$ cat src/pkg/fss_pkg.sv
// Constants, carrier types and bit layout of the flash sequencer status block
package fss_pkg;

    localparam logic [7:0] OFF_RAM_EN = 8'h00;
    localparam logic [7:0] OFF_STAT_MAIN = 8'h04;
    localparam logic [7:0] OFF_STAT_AUX = 8'h08;
    localparam logic [7:0] OFF_ECC_CTRL = 8'h0c;
    localparam logic [7:0] OFF_ACC_STAT = 8'h10;
    localparam logic [7:0] OFF_SOFT_RST = 8'h14;

    localparam logic [7:0] KEY_RAM_EN = 8'hc4;
    localparam logic [7:0] KEY_SOFT_RST = 8'hcc;
    localparam logic [3:0] STRB_HALF = 4'h3;
    localparam logic [7:0] ACC_CLEAR_OK = 8'h10;

    localparam int ST_READY = 7;
    localparam int ST_ILLEGAL = 6;
    localparam int ST_ERS_ERR = 5;
    localparam int ST_PRG_ERR = 4;
    localparam int ST_SUS_RDY = 3;
    localparam int ST_ERS_SPD = 1;
    localparam int ST_PRG_SPD = 0;
    localparam int AUX_FAULT = 7;
    localparam int AUX_LOCK = 4;
    localparam int AUX_DBL = 1;
    localparam int AUX_SGL = 0;
    localparam int ECC_DBL_EN = 1;
    localparam int ECC_SGL_EN = 0;
    localparam int ACC_LOCK = 4;

    localparam logic [7:0] RST_STAT_MAIN = 8'h80;
    localparam logic [7:0] RST_STAT_AUX = 8'h00;
    localparam logic [1:0] RST_ECC_CTRL = 2'h2;
    localparam logic RST_RAM_EN = 1'b0;
    localparam logic [15:0] FLAG_LIVE = 16'h93fb;

    // Events from the sequencer core, each a one-cycle pulse unless noted
    typedef struct packed {
        logic busy;          // Level: P/E, suspend, lock read or blank check
        logic illegal_cmd;
        logic entry_illegal;
        logic erase_fail;    // Failure or locked-block erase
        logic program_fail;  // Failure or locked-area program
        logic status_clear;  // Status-clear command finished
        logic suspend_point;
        logic suspend_taken;
        logic erase_susp;
        logic program_susp;
        logic resume_taken;
        logic cpu_fault;
        logic lock_read_done;
        logic lock_read_val; // Level, valid with lock_read_done
        logic ram_dbl_err;
        logic ram_sgl_err;
    } fss_evt_t;

endpackage : fss_pkg

$ cat src/hdl/fss_status_ctrl.sv
// Status, ECC lock control and firmware-RAM gate of the flash sequencer
//
// Implementation choices: the placing of the registers and register access over APB.
module fss_status_ctrl (
    input wire logic sys_clk_i,
    input wire logic sys_rst_i,
    input wire logic psel_i,
    input wire logic penable_i,
    input wire logic pwrite_i,
    input wire logic [7:0] paddr_i,
    input wire logic [31:0] pwdata_i,
    input wire logic [3:0] pstrb_i,
    output logic [31:0] prdata_o,
    output logic pready_o,
    output logic pslverr_o,
    input wire fss_pkg::fss_evt_t evt_i,
    input wire logic [7:0] access_err_i,
    input wire logic host_ram_req_i,
    output logic host_ram_grant_o,
    output logic ram_access_enable_o,
    output logic command_lock_o,
    output logic sequencer_soft_reset_o
);

    logic ram_en;
    logic soft_rst;
    logic [1:0] ecc_ctrl;
    logic cmd_lock;
    logic [15:0] flags;
    logic [31:0] rdata;
    logic slverr;

    // APB decode; answer comes in the first access cycle
    wire setup = psel_i & ~penable_i;
    wire wr_acc = psel_i & penable_i & pwrite_i;
    wire half_wr = pstrb_i == fss_pkg::STRB_HALF;
    wire [7:0] wkey = pwdata_i[15:8];
    wire hit_ram = paddr_i == fss_pkg::OFF_RAM_EN;
    wire hit_main = paddr_i == fss_pkg::OFF_STAT_MAIN;
    wire hit_aux = paddr_i == fss_pkg::OFF_STAT_AUX;
    wire hit_ecc = paddr_i == fss_pkg::OFF_ECC_CTRL;
    wire hit_acc = paddr_i == fss_pkg::OFF_ACC_STAT;
    wire hit_srst = paddr_i == fss_pkg::OFF_SOFT_RST;
    wire mapped = hit_ram | hit_main | hit_aux | hit_ecc | hit_acc | hit_srst;

    // Key byte is compared only, never stored
    wire wr_ram_en = wr_acc & hit_ram & half_wr
        & (wkey == fss_pkg::KEY_RAM_EN);
    wire wr_srst = wr_acc & hit_srst & half_wr
        & (wkey == fss_pkg::KEY_SOFT_RST);
    // Byte lane 0 holds both enables, so any write touching it counts
    wire wr_ecc = wr_acc & hit_ecc & pstrb_i[0];

    // Status registers held at initial values while soft reset is set
    wire stat_init = sys_rst_i | soft_rst;

    // ECC monitors update regardless of the enables
    wire ecc_lock_req = (evt_i.ram_dbl_err & ecc_ctrl[fss_pkg::ECC_DBL_EN])
        | (evt_i.ram_sgl_err & ecc_ctrl[fss_pkg::ECC_SGL_EN]);

    // Bit 4 of the access view is the lock flag itself, not an error
    wire [7:0] acc_err_bits = access_err_i
        & ~(8'h01 << fss_pkg::ACC_LOCK);
    wire acc_err_any = |acc_err_bits;
    wire illegal_set = evt_i.illegal_cmd | evt_i.entry_illegal
        | acc_err_any;
    wire lock_set = illegal_set | evt_i.erase_fail | evt_i.program_fail
        | ecc_lock_req;

    // Access status as software sees it, lock flag merged in
    wire [7:0] acc_stat = (access_err_i
        & ~(8'h01 << fss_pkg::ACC_LOCK))
        | ({7'h00, cmd_lock} << fss_pkg::ACC_LOCK);
    wire clear_ok = evt_i.status_clear
        & (acc_stat == fss_pkg::ACC_CLEAR_OK);

    // Set and clear per flag: {aux, main}
    logic [15:0] f_set;
    logic [15:0] f_clr;
    always_comb begin
        f_set = 16'h0000;
        f_clr = 16'h0000;
        f_set[fss_pkg::ST_READY] = ~evt_i.busy;
        f_clr[fss_pkg::ST_READY] = evt_i.busy;
        f_set[fss_pkg::ST_ILLEGAL] = illegal_set;
        f_clr[fss_pkg::ST_ILLEGAL] = clear_ok;
        f_set[fss_pkg::ST_ERS_ERR] = evt_i.erase_fail;
        f_clr[fss_pkg::ST_ERS_ERR] = evt_i.status_clear;
        f_set[fss_pkg::ST_PRG_ERR] = evt_i.program_fail;
        f_clr[fss_pkg::ST_PRG_ERR] = evt_i.status_clear;
        f_set[fss_pkg::ST_SUS_RDY] = evt_i.suspend_point;
        f_clr[fss_pkg::ST_SUS_RDY] = evt_i.suspend_taken
            | (lock_set & evt_i.busy);
        f_set[fss_pkg::ST_ERS_SPD] = evt_i.erase_susp;
        f_clr[fss_pkg::ST_ERS_SPD] = evt_i.resume_taken;
        f_set[fss_pkg::ST_PRG_SPD] = evt_i.program_susp;
        f_clr[fss_pkg::ST_PRG_SPD] = evt_i.resume_taken;
        f_set[8 + fss_pkg::AUX_FAULT] = evt_i.cpu_fault;
        f_set[8 + fss_pkg::AUX_LOCK] = evt_i.lock_read_done
            & evt_i.lock_read_val;
        f_clr[8 + fss_pkg::AUX_LOCK] = evt_i.lock_read_done
            & ~evt_i.lock_read_val;
        f_set[8 + fss_pkg::AUX_DBL] = evt_i.ram_dbl_err;
        f_set[8 + fss_pkg::AUX_SGL] = evt_i.ram_sgl_err;
    end

    localparam logic [15:0] FLAG_INIT =
        {fss_pkg::RST_STAT_AUX, fss_pkg::RST_STAT_MAIN};

    // Set wins over clear so a same-cycle event is never lost
    genvar gi;
    generate
        for (gi = 0; gi < 16; gi++) begin : g_flag
            if (fss_pkg::FLAG_LIVE[gi]) begin : g_live
                always_ff @(posedge sys_clk_i) begin
                    if (stat_init) begin
                        flags[gi] <= FLAG_INIT[gi];
                    end else begin
                        flags[gi] <= (flags[gi] & ~f_clr[gi]) | f_set[gi];
                    end
                end
            end else begin : g_rsvd
                assign flags[gi] = 1'b0;
            end
        end
    endgenerate

    // Command lock; cleared with the illegal flag by a valid status clear
    always_ff @(posedge sys_clk_i) begin
        if (stat_init) begin
            cmd_lock <= 1'b0;
        end else begin
            cmd_lock <= (cmd_lock & ~clear_ok) | lock_set;
        end
    end

    // RAM enable is not cleared by the soft reset, only by the pin
    always_ff @(posedge sys_clk_i) begin
        if (sys_rst_i) begin
            ram_en <= fss_pkg::RST_RAM_EN;
            soft_rst <= 1'b0;
            ecc_ctrl <= fss_pkg::RST_ECC_CTRL;
        end else begin
            if (wr_ram_en) begin
                ram_en <= pwdata_i[0];
            end
            if (wr_srst) begin
                soft_rst <= pwdata_i[0];
            end
            if (wr_ecc) begin
                ecc_ctrl <= pwdata_i[1:0];
            end
        end
    end

    // Read mux; status writes fall through with no effect
    always_comb begin
        rdata = 32'h0000_0000;
        if (hit_ram) begin
            rdata[0] = ram_en;
        end else if (hit_main) begin
            rdata[7:0] = flags[7:0];
        end else if (hit_aux) begin
            rdata[7:0] = flags[15:8];
        end else if (hit_ecc) begin
            rdata[1:0] = ecc_ctrl;
        end else if (hit_acc) begin
            rdata[7:0] = acc_stat;
        end else if (hit_srst) begin
            rdata[0] = soft_rst;
        end
    end

    // Read-only status registers answer writes without error
    always_comb begin
        slverr = ~mapped;
    end

    // Read data captured at setup so it comes from a flip-flop
    always_ff @(posedge sys_clk_i) begin
        if (sys_rst_i) begin
            prdata_o <= 32'h0000_0000;
            pslverr_o <= 1'b0;
        end else if (setup) begin
            prdata_o <= pwrite_i ? 32'h0000_0000 : rdata;
            pslverr_o <= slverr;
        end
    end

    assign pready_o = 1'b1;
    assign ram_access_enable_o = ram_en;
    assign host_ram_grant_o = host_ram_req_i & ram_en;
    assign command_lock_o = cmd_lock;
    assign sequencer_soft_reset_o = soft_rst;

endmodule : fss_status_ctrl

$ cat config.mk
export PLATFORM = sky130hd
export DESIGN_NAME = fss_status_ctrl
export DESIGN_NICKNAME = d
export VERILOG_FILES = /design/src/pkg/fss_pkg.sv /design/src/hdl/fss_status_ctrl.sv
export SDC_FILE = /design/constraint.sdc
export NUM_CORES = 1
export LEC_CHECK = 0
export BUFFER_PORTS_ARGS = -buffer_cell sky130_fd_sc_hd__buf_2
export CAP_MARGIN = 0
export CORE_MARGIN = 5
export CORE_UTILIZATION = 39
export CTS_CLUSTER_SIZE = 30
export DETAILED_ROUTE_END_ITERATION = 8
export GPL_ROUTABILITY_DRIVEN = 0
export PLACE_DENSITY = 0.9
export SLEW_MARGIN = 30
export SYNTH_ARGS = -nofsm -noshare
export SYNTH_HDL_FRONTEND = slang
export SYNTH_SLANG_ARGS = --single-unit
$ cat constraint.sdc
create_clock -name sys_clk_i -period 2.2 [get_ports sys_clk_i]
set_input_delay 0.44 -clock sys_clk_i [delete_from_list [all_inputs] [get_ports sys_clk_i]]
set_output_delay 0.44 -clock sys_clk_i [all_outputs]
set_load 0.01 [all_outputs]
### Yosys cells after proc, flatten, opt, wreduce, memory -nomap -nowiden

Cells that the tools add are included.

* reductions and logical operators: 2
* multiplexer cells: 10
* equal/unequal tests: 9
* div/mod/pow operators: 0
* $mul: 0
* bitwise operators: 62
* shift operators: 0
* $lt $le $gt $ge: 0
* add/sub/neg operators: 0

Operators by type and width (number)
* 1-bit AND: 27
* 1-bit bitwise OR: 25
* 8-bit by 5-bit == test with 1-bit output (second input constant): 3
* 8-bit 2-to-1 mux: 3
* 8-bit by 4-bit == test with 1-bit output (second input constant): 2
* 8-bit == test (second input constant): 2
* 7-bit 2-to-1 mux: 2
* 1-bit inverter: 9
* 8-bit by 3-bit == test with 1-bit output (second input constant): 1
* 8-bit logical NOT: 1
* 8-bit by 5-bit bitwise OR with 8-bit output: 1
* 7-bit OR reduction: 1
* 6-bit 2-to-1 mux: 1
* 4-bit by 2-bit == test with 1-bit output (second input constant): 1
* 1-bit 2-to-1 mux: 3
* 2-bit 2-to-1 mux: 1

* memory bits (read-only): 0
* logic and storage cells: 100
* memories: 0
* register bits after elaboration: 49
* latch bits: 0
* bits in writable memories: 0
* output and inout bits: 38

### Longest topological paths before layout

Gate-level depths: netlist of the first run.

* word-level depth: 10
* mapped depth: 5
* depth with buffers taken out: 4

### Least setup slack after synthesis of the first run

Ideal clock, no wire load.

* kind: in2reg
* start point: in paddr_i[1]
* end point: reg ecc_ctrl[1]
* required time: 2.080 ns
* path buffers: 1
* path slack: 0.363 ns
* arrival: 1.717 ns
* stages: 5
* cell sequence: or4_4 -> buf_6 -> nor4_4 -> nor2b_1 -> a211o_1

* longest elaborated chain between the ends: 3

RTL lines
* start: declaration: RTL line fss_status_ctrl.sv:10 `input wire logic [7:0] paddr_i,`
* 8-bit by 4-bit == test with 1-bit output: RTL line fss_status_ctrl.sv:41 `wire hit_ecc = paddr_i == fss_pkg::OFF_ECC_CTRL;`
* 1-bit AND (2 in series): RTL line fss_status_ctrl.sv:52 `wire wr_ecc = wr_acc & hit_ecc & pstrb_i[0];`
* end signal: assignment: RTL line fss_status_ctrl.sv:142 `ecc_ctrl <= fss_pkg::RST_ECC_CTRL;`
* end signal: assignment: RTL line fss_status_ctrl.sv:151 `ecc_ctrl <= pwdata_i[1:0];`
* end: declaration: RTL line fss_status_ctrl.sv:27 `logic [1:0] ecc_ctrl;`

Every way passes these cells.
A chain may end at the register's enable or synchronous reset.

### Final worst setup path of the first run

* start point: in paddr_i[1]
* end point: reg prdata_o[5]

* longest elaborated chain between the ends: 7
* elaborated cells between the ends (all ways): 11
* those cells by class: eq/ne (4); mux (6); reduce/logical (1)

RTL lines
* 8-bit by 5-bit == test with 1-bit output: RTL line fss_status_ctrl.sv:42 `wire hit_acc = paddr_i == fss_pkg::OFF_ACC_STAT;`
* 7-bit 2-to-1 mux: RTL line fss_status_ctrl.sv:167 `end else if (hit_acc) begin`
* 6-bit 2-to-1 mux: RTL line fss_status_ctrl.sv:165 `end else if (hit_ecc) begin`
* 8-bit 2-to-1 mux: RTL line fss_status_ctrl.sv:163 `end else if (hit_aux) begin`
* 8-bit 2-to-1 mux: RTL line fss_status_ctrl.sv:161 `end else if (hit_main) begin`
* 7-bit 2-to-1 mux *: RTL line fss_status_ctrl.sv:159 `if (hit_ram) begin`
* 8-bit 2-to-1 mux *: RTL line fss_status_ctrl.sv:185 `prdata_o <= pwrite_i ? 32'h0000_0000 : rdata;`
* end signal: assignment: RTL line fss_status_ctrl.sv:185
* end: declaration: RTL line fss_status_ctrl.sv:13 `output logic [31:0] prdata_o,`

Every way passes the cells marked *; elsewhere a longest branch is shown, timed or not.

==> impl_metrics.yaml, run 1 <==
final_layout:
  nets: 299
  area_delta_synth_final_pct: 18.9
  diodes: 0
  fillers: 363
  final_area_um2: 1680
  multi_input_area_um2: 764
  seqCellArea_um2: 500
  drive_gt1_frac: 0.326
  layoutNonFillerInstCount: 270
  layout_common_cells: "buf_2, dfxtp_1, conb_1"
  final_common_cell: "buf_2"
power_and_ir_drop:
  p_sw_uw: 227
  internal-power_uw: 600
  seqPwrFrac: 0.577
  leakage_uw: 0.000778
  p_per_area_nw_per_um2: 491
  p_clk_frac: 0.247
  switching_share: 0.275
  ir_drop_mv: 0.394
  combinationalPowerShare: 0.177
clock_tree:
  htreeDepth: 1
  cts.reportedPaths.clkPinSlew_ns: 0.12
  clkSinkCount: 25
  postCtsResizedCells: 0
  cts_tree: "yes"
  clock_latency_ns: 0.32
  hold_buffers: 0
  cts_setup_buffers: 0
  cts_buffers: 3
  cts_buffer_depth: 2
  cts_root_buf: "clkbuf_4"
die:
  die_h_um: 70.2
  die-area_um2: 4930
  die_x_um: 70.2
  floorplan.initialDensity: 0.414
  rows: 21
  ios: 112
  core_area_um2: 3420
sta:
  rsz0062_at_grt: "no"
  fmax_mhz: 623
  final-max-slew-violation-count: 0
  setup_viol: 0
  hold_viol: 0
  finalCritPeriodShare: 0.730
  fin_worst_skew_ns: 0.00450
  fin_tns_setup_ns: 0
  timing.final.crit_period_ns: 1.61
  worst_hold_slack_ns: 0.285
setup_path:
  worst_setup_path_end_kind: "flip-flop"
  start_kind: "input pin"
  r2r_end: "prdata_o[0]"
  r2r_setup_slack_ns: 0.94
  worst-r2r-cell-count: 3
  worstSetupEndpoint: "prdata_o[5]"
  timing_worst_setup_path_type: "input pin to flip-flop"
  cp.required_ns: 2.46
  critical_path_arrival_ns: 1.87
  crit_path_start: "paddr_i[1]"
  path_max_fanout: 7
  worstReg2RegStart: "sequencer_soft_reset_o"
job:
  cap_violations: 0
route:
  drt_first_pass_iters: 4
  wl_mm: 3.60
  drt_iter0_markers: 72
  vias: 1343
  drt.antenna.violating_nets: 0
  wl_per_cell_um: 13.3
  drcViolationCount: 0
  via_per_inst: 4.97
yosys:
  yosysUniqueCellTypes: 43
  synth-edff-count: 0
  async_flop_share: 0
  synth-seq-cells: 25
  yosys-top-cells-area: "dfxtp_1, buf_4, nor2_1, a21oi_1, mux2i_1"
  syn_area_um2: 1420
  synthFlopType: "dfxtp_1"
  synth.largest_area_cell: "dfxtp_1"
  yosys_warnings: 0
  yosysTopAreaCellShare: 0.354
  ys_seq_area_frac: 0.354
  syn_inst: 165
  syn_avg_cell_area_um2: 8.58
global_route:
  antenna_found_initial: 0
  grt_overflow: 0
  grt_pass1_vias: 1313
  grt_first_pass_wirelength_mm: 5.87
  gr-usage-all-layers: 0.144
  grt_max_degree: 14
hold_path:
  hold_path.class: "input pin to flip-flop"
placed_design:
  dp_cells: 266
  placed_area_um2: 1660
  dp_hpwl_mm: 3.07
  io_buffers: 63
status:
  status: "completed"
## state kept, by name, indices dropped and copies added, names as in the netlist, named ones only
register,count
command_lock_o,1
ecc_ctrl,2
flags,10
prdata_o,8
pslverr_o,1
ram_access_enable_o,1
sequencer_soft_reset_o,1
## Yosys cell counts (2+ instances only)
cell type and count:
a21oi_1 11, buf_4 25, dfxtp_1 25, nor4_4 2, o21ai_1 6, conb_1 2, nand3_1 4, nor2b_1 5
a32oi_1 3, a2bb2oi_1 2, nand2_1 6, clkbuf_1 5, nand4_1 6, inv_1 5, mux2i_1 5, nor3_1 3
a211oi_1 4, nor4_1 2, and2_1 2, a22oi_1 2, nor2_1 18
## worst max-delay path, cell delays in order
cell     delay (ns)
buf_2          0.09
or4_4          0.59
nor4_4         0.42
a32oi_1        0.18
a21oi_1        0.14
## worst min path at each step
stage,start,to,depth (start not counted)
after CTS,evt_i[15],flags[7],2
after floorplan,flags[8],flags[8],2
after global routing,evt_i[15],flags[7],2
after global placement,prdata_o[7],prdata_o[7],2
after detailed placement,prdata_o[4],prdata_o[4],2
final,evt_i[15],flags[7],2
## cells by family after synthesis
group	synth area share
AOI/OAI and AO/OA	0.164
buffers and inverters	0.167
other	0.00531
DFF	0.354
muxes	0.0513
and+or+nand+nor	0.259
## stage by stage
stage / worst slack [ns] / total power, µW / util
2_1_floorplan: 0.363 / 597 / -
3_3_place_gp: 0.275 / 626 / 0.485
3_5_place_dp: 0.250 / 632 / 0.485
4_1_cts: 0.595 / 826 / 0.493
5_1_grt: 0.545 / 866 / 0.493
6_report: 0.595 / 827 / 0.493
## layout make-up
| cell class | instances | area share |
|---|---|---|
| inverter | 5 | 0.0112 |
| sequential | 25 | 0.297 |
| tap | 46 | 0.0342 |
| clock buffer | 4 | 0.0156 |
| multi-input combinational | 127 | 0.454 |
| timing repair buffer | 63 | 0.187 |
## power groups by stage
stage | registers [µW] | logic (µW) | clock network (µW)
finish | 477 | 146 | 204
global route | 479 | 163 | 224
CTS | 477 | 145 | 204
detailed placement | 487 | 144 | 0
global placement | 486 | 140 | 0
floorplan | 485 | 112 | 0
## layer usage
layer / GRT usage / share of wire / up-vias
met5: 0 / 0 / -
met4: 0.0447 / 0.018 / 0
met3: 0.0560 / 0.093 / 8
met2: 0.244 / 0.49 / 63
met1: 0.166 / 0.39 / 611
li1: - / - / 661
No activity file was read; power rests on OpenSTA's default activity.
==> run 2: changes to the inputs <==
--- a/config.mk
+++ b/config.mk
@@ -8,11 +8,11 @@
 export BUFFER_PORTS_ARGS = -buffer_cell sky130_fd_sc_hd__buf_2
 export CAP_MARGIN = 0
 export CORE_MARGIN = 5
-export CORE_UTILIZATION = 39
+export CORE_UTILIZATION = 35
 export CTS_CLUSTER_SIZE = 30
 export DETAILED_ROUTE_END_ITERATION = 8
 export GPL_ROUTABILITY_DRIVEN = 0
-export PLACE_DENSITY = 0.9
+export PLACE_DENSITY = 0.86
 export SLEW_MARGIN = 30
 export SYNTH_ARGS = -nofsm -noshare
 export SYNTH_HDL_FRONTEND = slang
==> constraint.sdc (replaced) <==
create_clock -name sys_clk_i -period 1.31 [get_ports sys_clk_i]
set_input_delay 0.262 -clock sys_clk_i [delete_from_list [all_inputs] [get_ports sys_clk_i]]
set_output_delay 0.262 -clock sys_clk_i [all_outputs]
set_load 0.01 [all_outputs]
==> run 2 against run 1 <==
- the run now ends with setup timing left
- count of clock-buffer cells in the layout stayed put
- global-route usage grew 0.53 points
- sequential power grew 68%
- total power up 85%
- setup slack worse by 0.75 ns
- critical path depth rose by 1
- register-to-register slack got worse by 0.89 ns
- first-iteration DRC count is 11% lower
- critical path type unchanged
- largest cell class unchanged
- cell count increased by 8.1%
- highest routed layer unchanged
- die area increased by 9.8%
- utilization down 0.53 points
==> impl_metrics.yaml, run 2 (synthesized netlist as in run 1, its figures left out) <==
final_layout:
  diodes: 0
  multi_input_area_um2: 830
  largestRegisters: "flags: 10 flops, prdata_o: 8 flops, ecc_ctrl: 2 flops"
  drive_gt1_frac: 0.421
  regMostFlops: "flags"
  final_area_um2: 1940
  fillers: 372
  seqCellArea_um2: 500
  layout_common_cells: "buf_2, dfxtp_1, conb_1"
  final_common_cell: "buf_2"
  nets: 317
  largest_reg_flops: 10
  area_delta_synth_final_pct: 36.8
global_route:
  grt.busiest_layer: "met2"
  grt_first_pass_wirelength_mm: 6.31
  grt_max_degree: 14
  use_met2: 0.257
  gr-usage-all-layers: 0.150
  grt_use_met3: 0.0328
  grt_pass1_vias: 1394
  antenna_found_initial: 0
  grt_use_met1: 0.179
  grt_overflow: 0
setup_path:
  r2r_setup_slack_ns: 0.05
  worstSetupEndpoint: "prdata_o[6]"
  critPathMaxStageDelay_ns: 0.57
  crit_path_start: "paddr_i[1]"
  worst_setup_path_end_kind: "flip-flop"
  crit_path_frequent_cell: "buf_6"
  crit_slowest_cell: "or4_4"
  worstReg2RegStart: "ecc_ctrl[1]"
  timing_worst_setup_path_type: "input pin to flip-flop"
  path_max_fanout: 7
  cp.required_ns: 1.51
  path_cells: "buf_6 > or4_4 > nor4_4 > buf_6 > a32oi_1 > a21oi_2"
  critical_path_arrival_ns: 1.67
  start_kind: "input pin"
  worst-r2r-cell-count: 3
  r2r_end: "flags[3]"
clock_tree:
  cts_buffers: 3
  htreeDepth: 1
  cts_buffer_depth: 2
  cts.reportedPaths.clkPinSlew_ns: 0.08
  cts_tree: "yes"
  cts_root_buf: "clkbuf_8"
  clkSinkCount: 25
  clock_latency_ns: 0.26
job:
  cap_violations: 0
route:
  drcViolationCount: 0
  drt_first_pass_iters: 4
  via_per_inst: 4.88
  vias: 1426
  drt_iter0_markers: 64
  drt.antenna.violating_nets: 0
  wl_mm: 4.16
  wl_per_cell_um: 14.2
die:
  die-area_um2: 5410
  rows: 23
  ios: 112
  die_x_um: 73.6
  floorplan.initialDensity: 0.356
  core_area_um2: 3970
  die_h_um: 73.6
placed_design:
  dp_hpwl_mm: 3.39
  dp_slack_ns: -0.441
  io_buffers: 63
  placed_area_um2: 1790
sta:
  hold_viol: 0
  setup_viol: 14
  fmax_mhz: 681
  rsz0062_at_grt: "yes"
  final-max-slew-violation-count: 0
  setup_slack_ns: -0.158
  timing.final.crit_period_ns: 1.47
  fin_worst_skew_ns: 0.00263
  finalCritPeriodShare: 1.12
power_and_ir_drop:
  ir_drop_mv: 0.375
  p_per_area_nw_per_um2: 792
  power_uw: 1530
  leakage_uw: 0.000909
status:
  status: "finished with violations"
  failed_checks: "setup timing"
hold_path:
  hold_path.class: "input pin to flip-flop"
## run 2: cell types whose count changed in the layout (fill, tap and decap cells not counted), moves of 2 or more
cell,previous run,this run
clkbuf_8,0,3
buf_2,63,59
buf_4,0,17
o21ai_2,0,5
a21oi_2,0,2
clkbuf_4,3,0
a21oi_1,11,9
o21ai_1,6,1
buf_6,0,5
## run 2: what timing repair did
action | 4_1_cts | 5_1_grt
setup buffers | 1 | 2
endpoints found under the hold margin | 0 | 0
hold buffers | 0 | 0
resized for setup | 8 | 9
setup endpoints to repair | 14 | 15
pin swaps | 9 | 8
## run 2: critical path, delay by kind of cell
family	cells	cell delay (ns)
and+or+nand+nor	2	0.89
buffers and inverters	2	0.27
AOI/OAI and AO/OA	2	0.24
## run 2: worst min path at each step
stage	from	endpoint	slack, ns	depth (start not counted)
global placement	prdata_o[7]	prdata_o[7]	0.44	2
detailed placement	prdata_o[7]	prdata_o[7]	0.44	2
finish	evt_i[15]	flags[7]	0.18	2
global route	evt_i[15]	flags[7]	0.18	2
floorplan	evt_i[15]	flags[7]	0.32	1
CTS	evt_i[15]	flags[7]	0.18	2
## run 2: per-stage QoR
stage	cells	TNS, ns	utilization	hold slack, ns
after detailed placement	285	-5.48	0.450	0.444
after floorplan	188	-3.14	-	0.324
final	292	-1.33	0.487	0.182
after global routing	292	-2.14	0.487	0.176
after global placement	285	-4.79	0.450	0.435
after CTS	290	-0.876	0.474	0.177
## run 2: where the power goes
group | internal, µW | switching (µW)
clock | 217 | 223
sequential | 785 | 15.4
combinational | 134 | 159
## run 2: area by class of cell
cell class | count | area share
multi-input combinational | 127 | 0.429
sequential | 25 | 0.259
timing repair buffer | 81 | 0.248
inverter | 5 | 0.00970
clock buffer | 4 | 0.0233
tap | 50 | 0.0323
## run 2: per-layer routing
layer | vias up | wire [µm]
met4 | 0 | 82
met5 | - | 0
met2 | 51 | 2170
met3 | 8 | 267
met1 | 667 | 1640
li1 | 700 | -
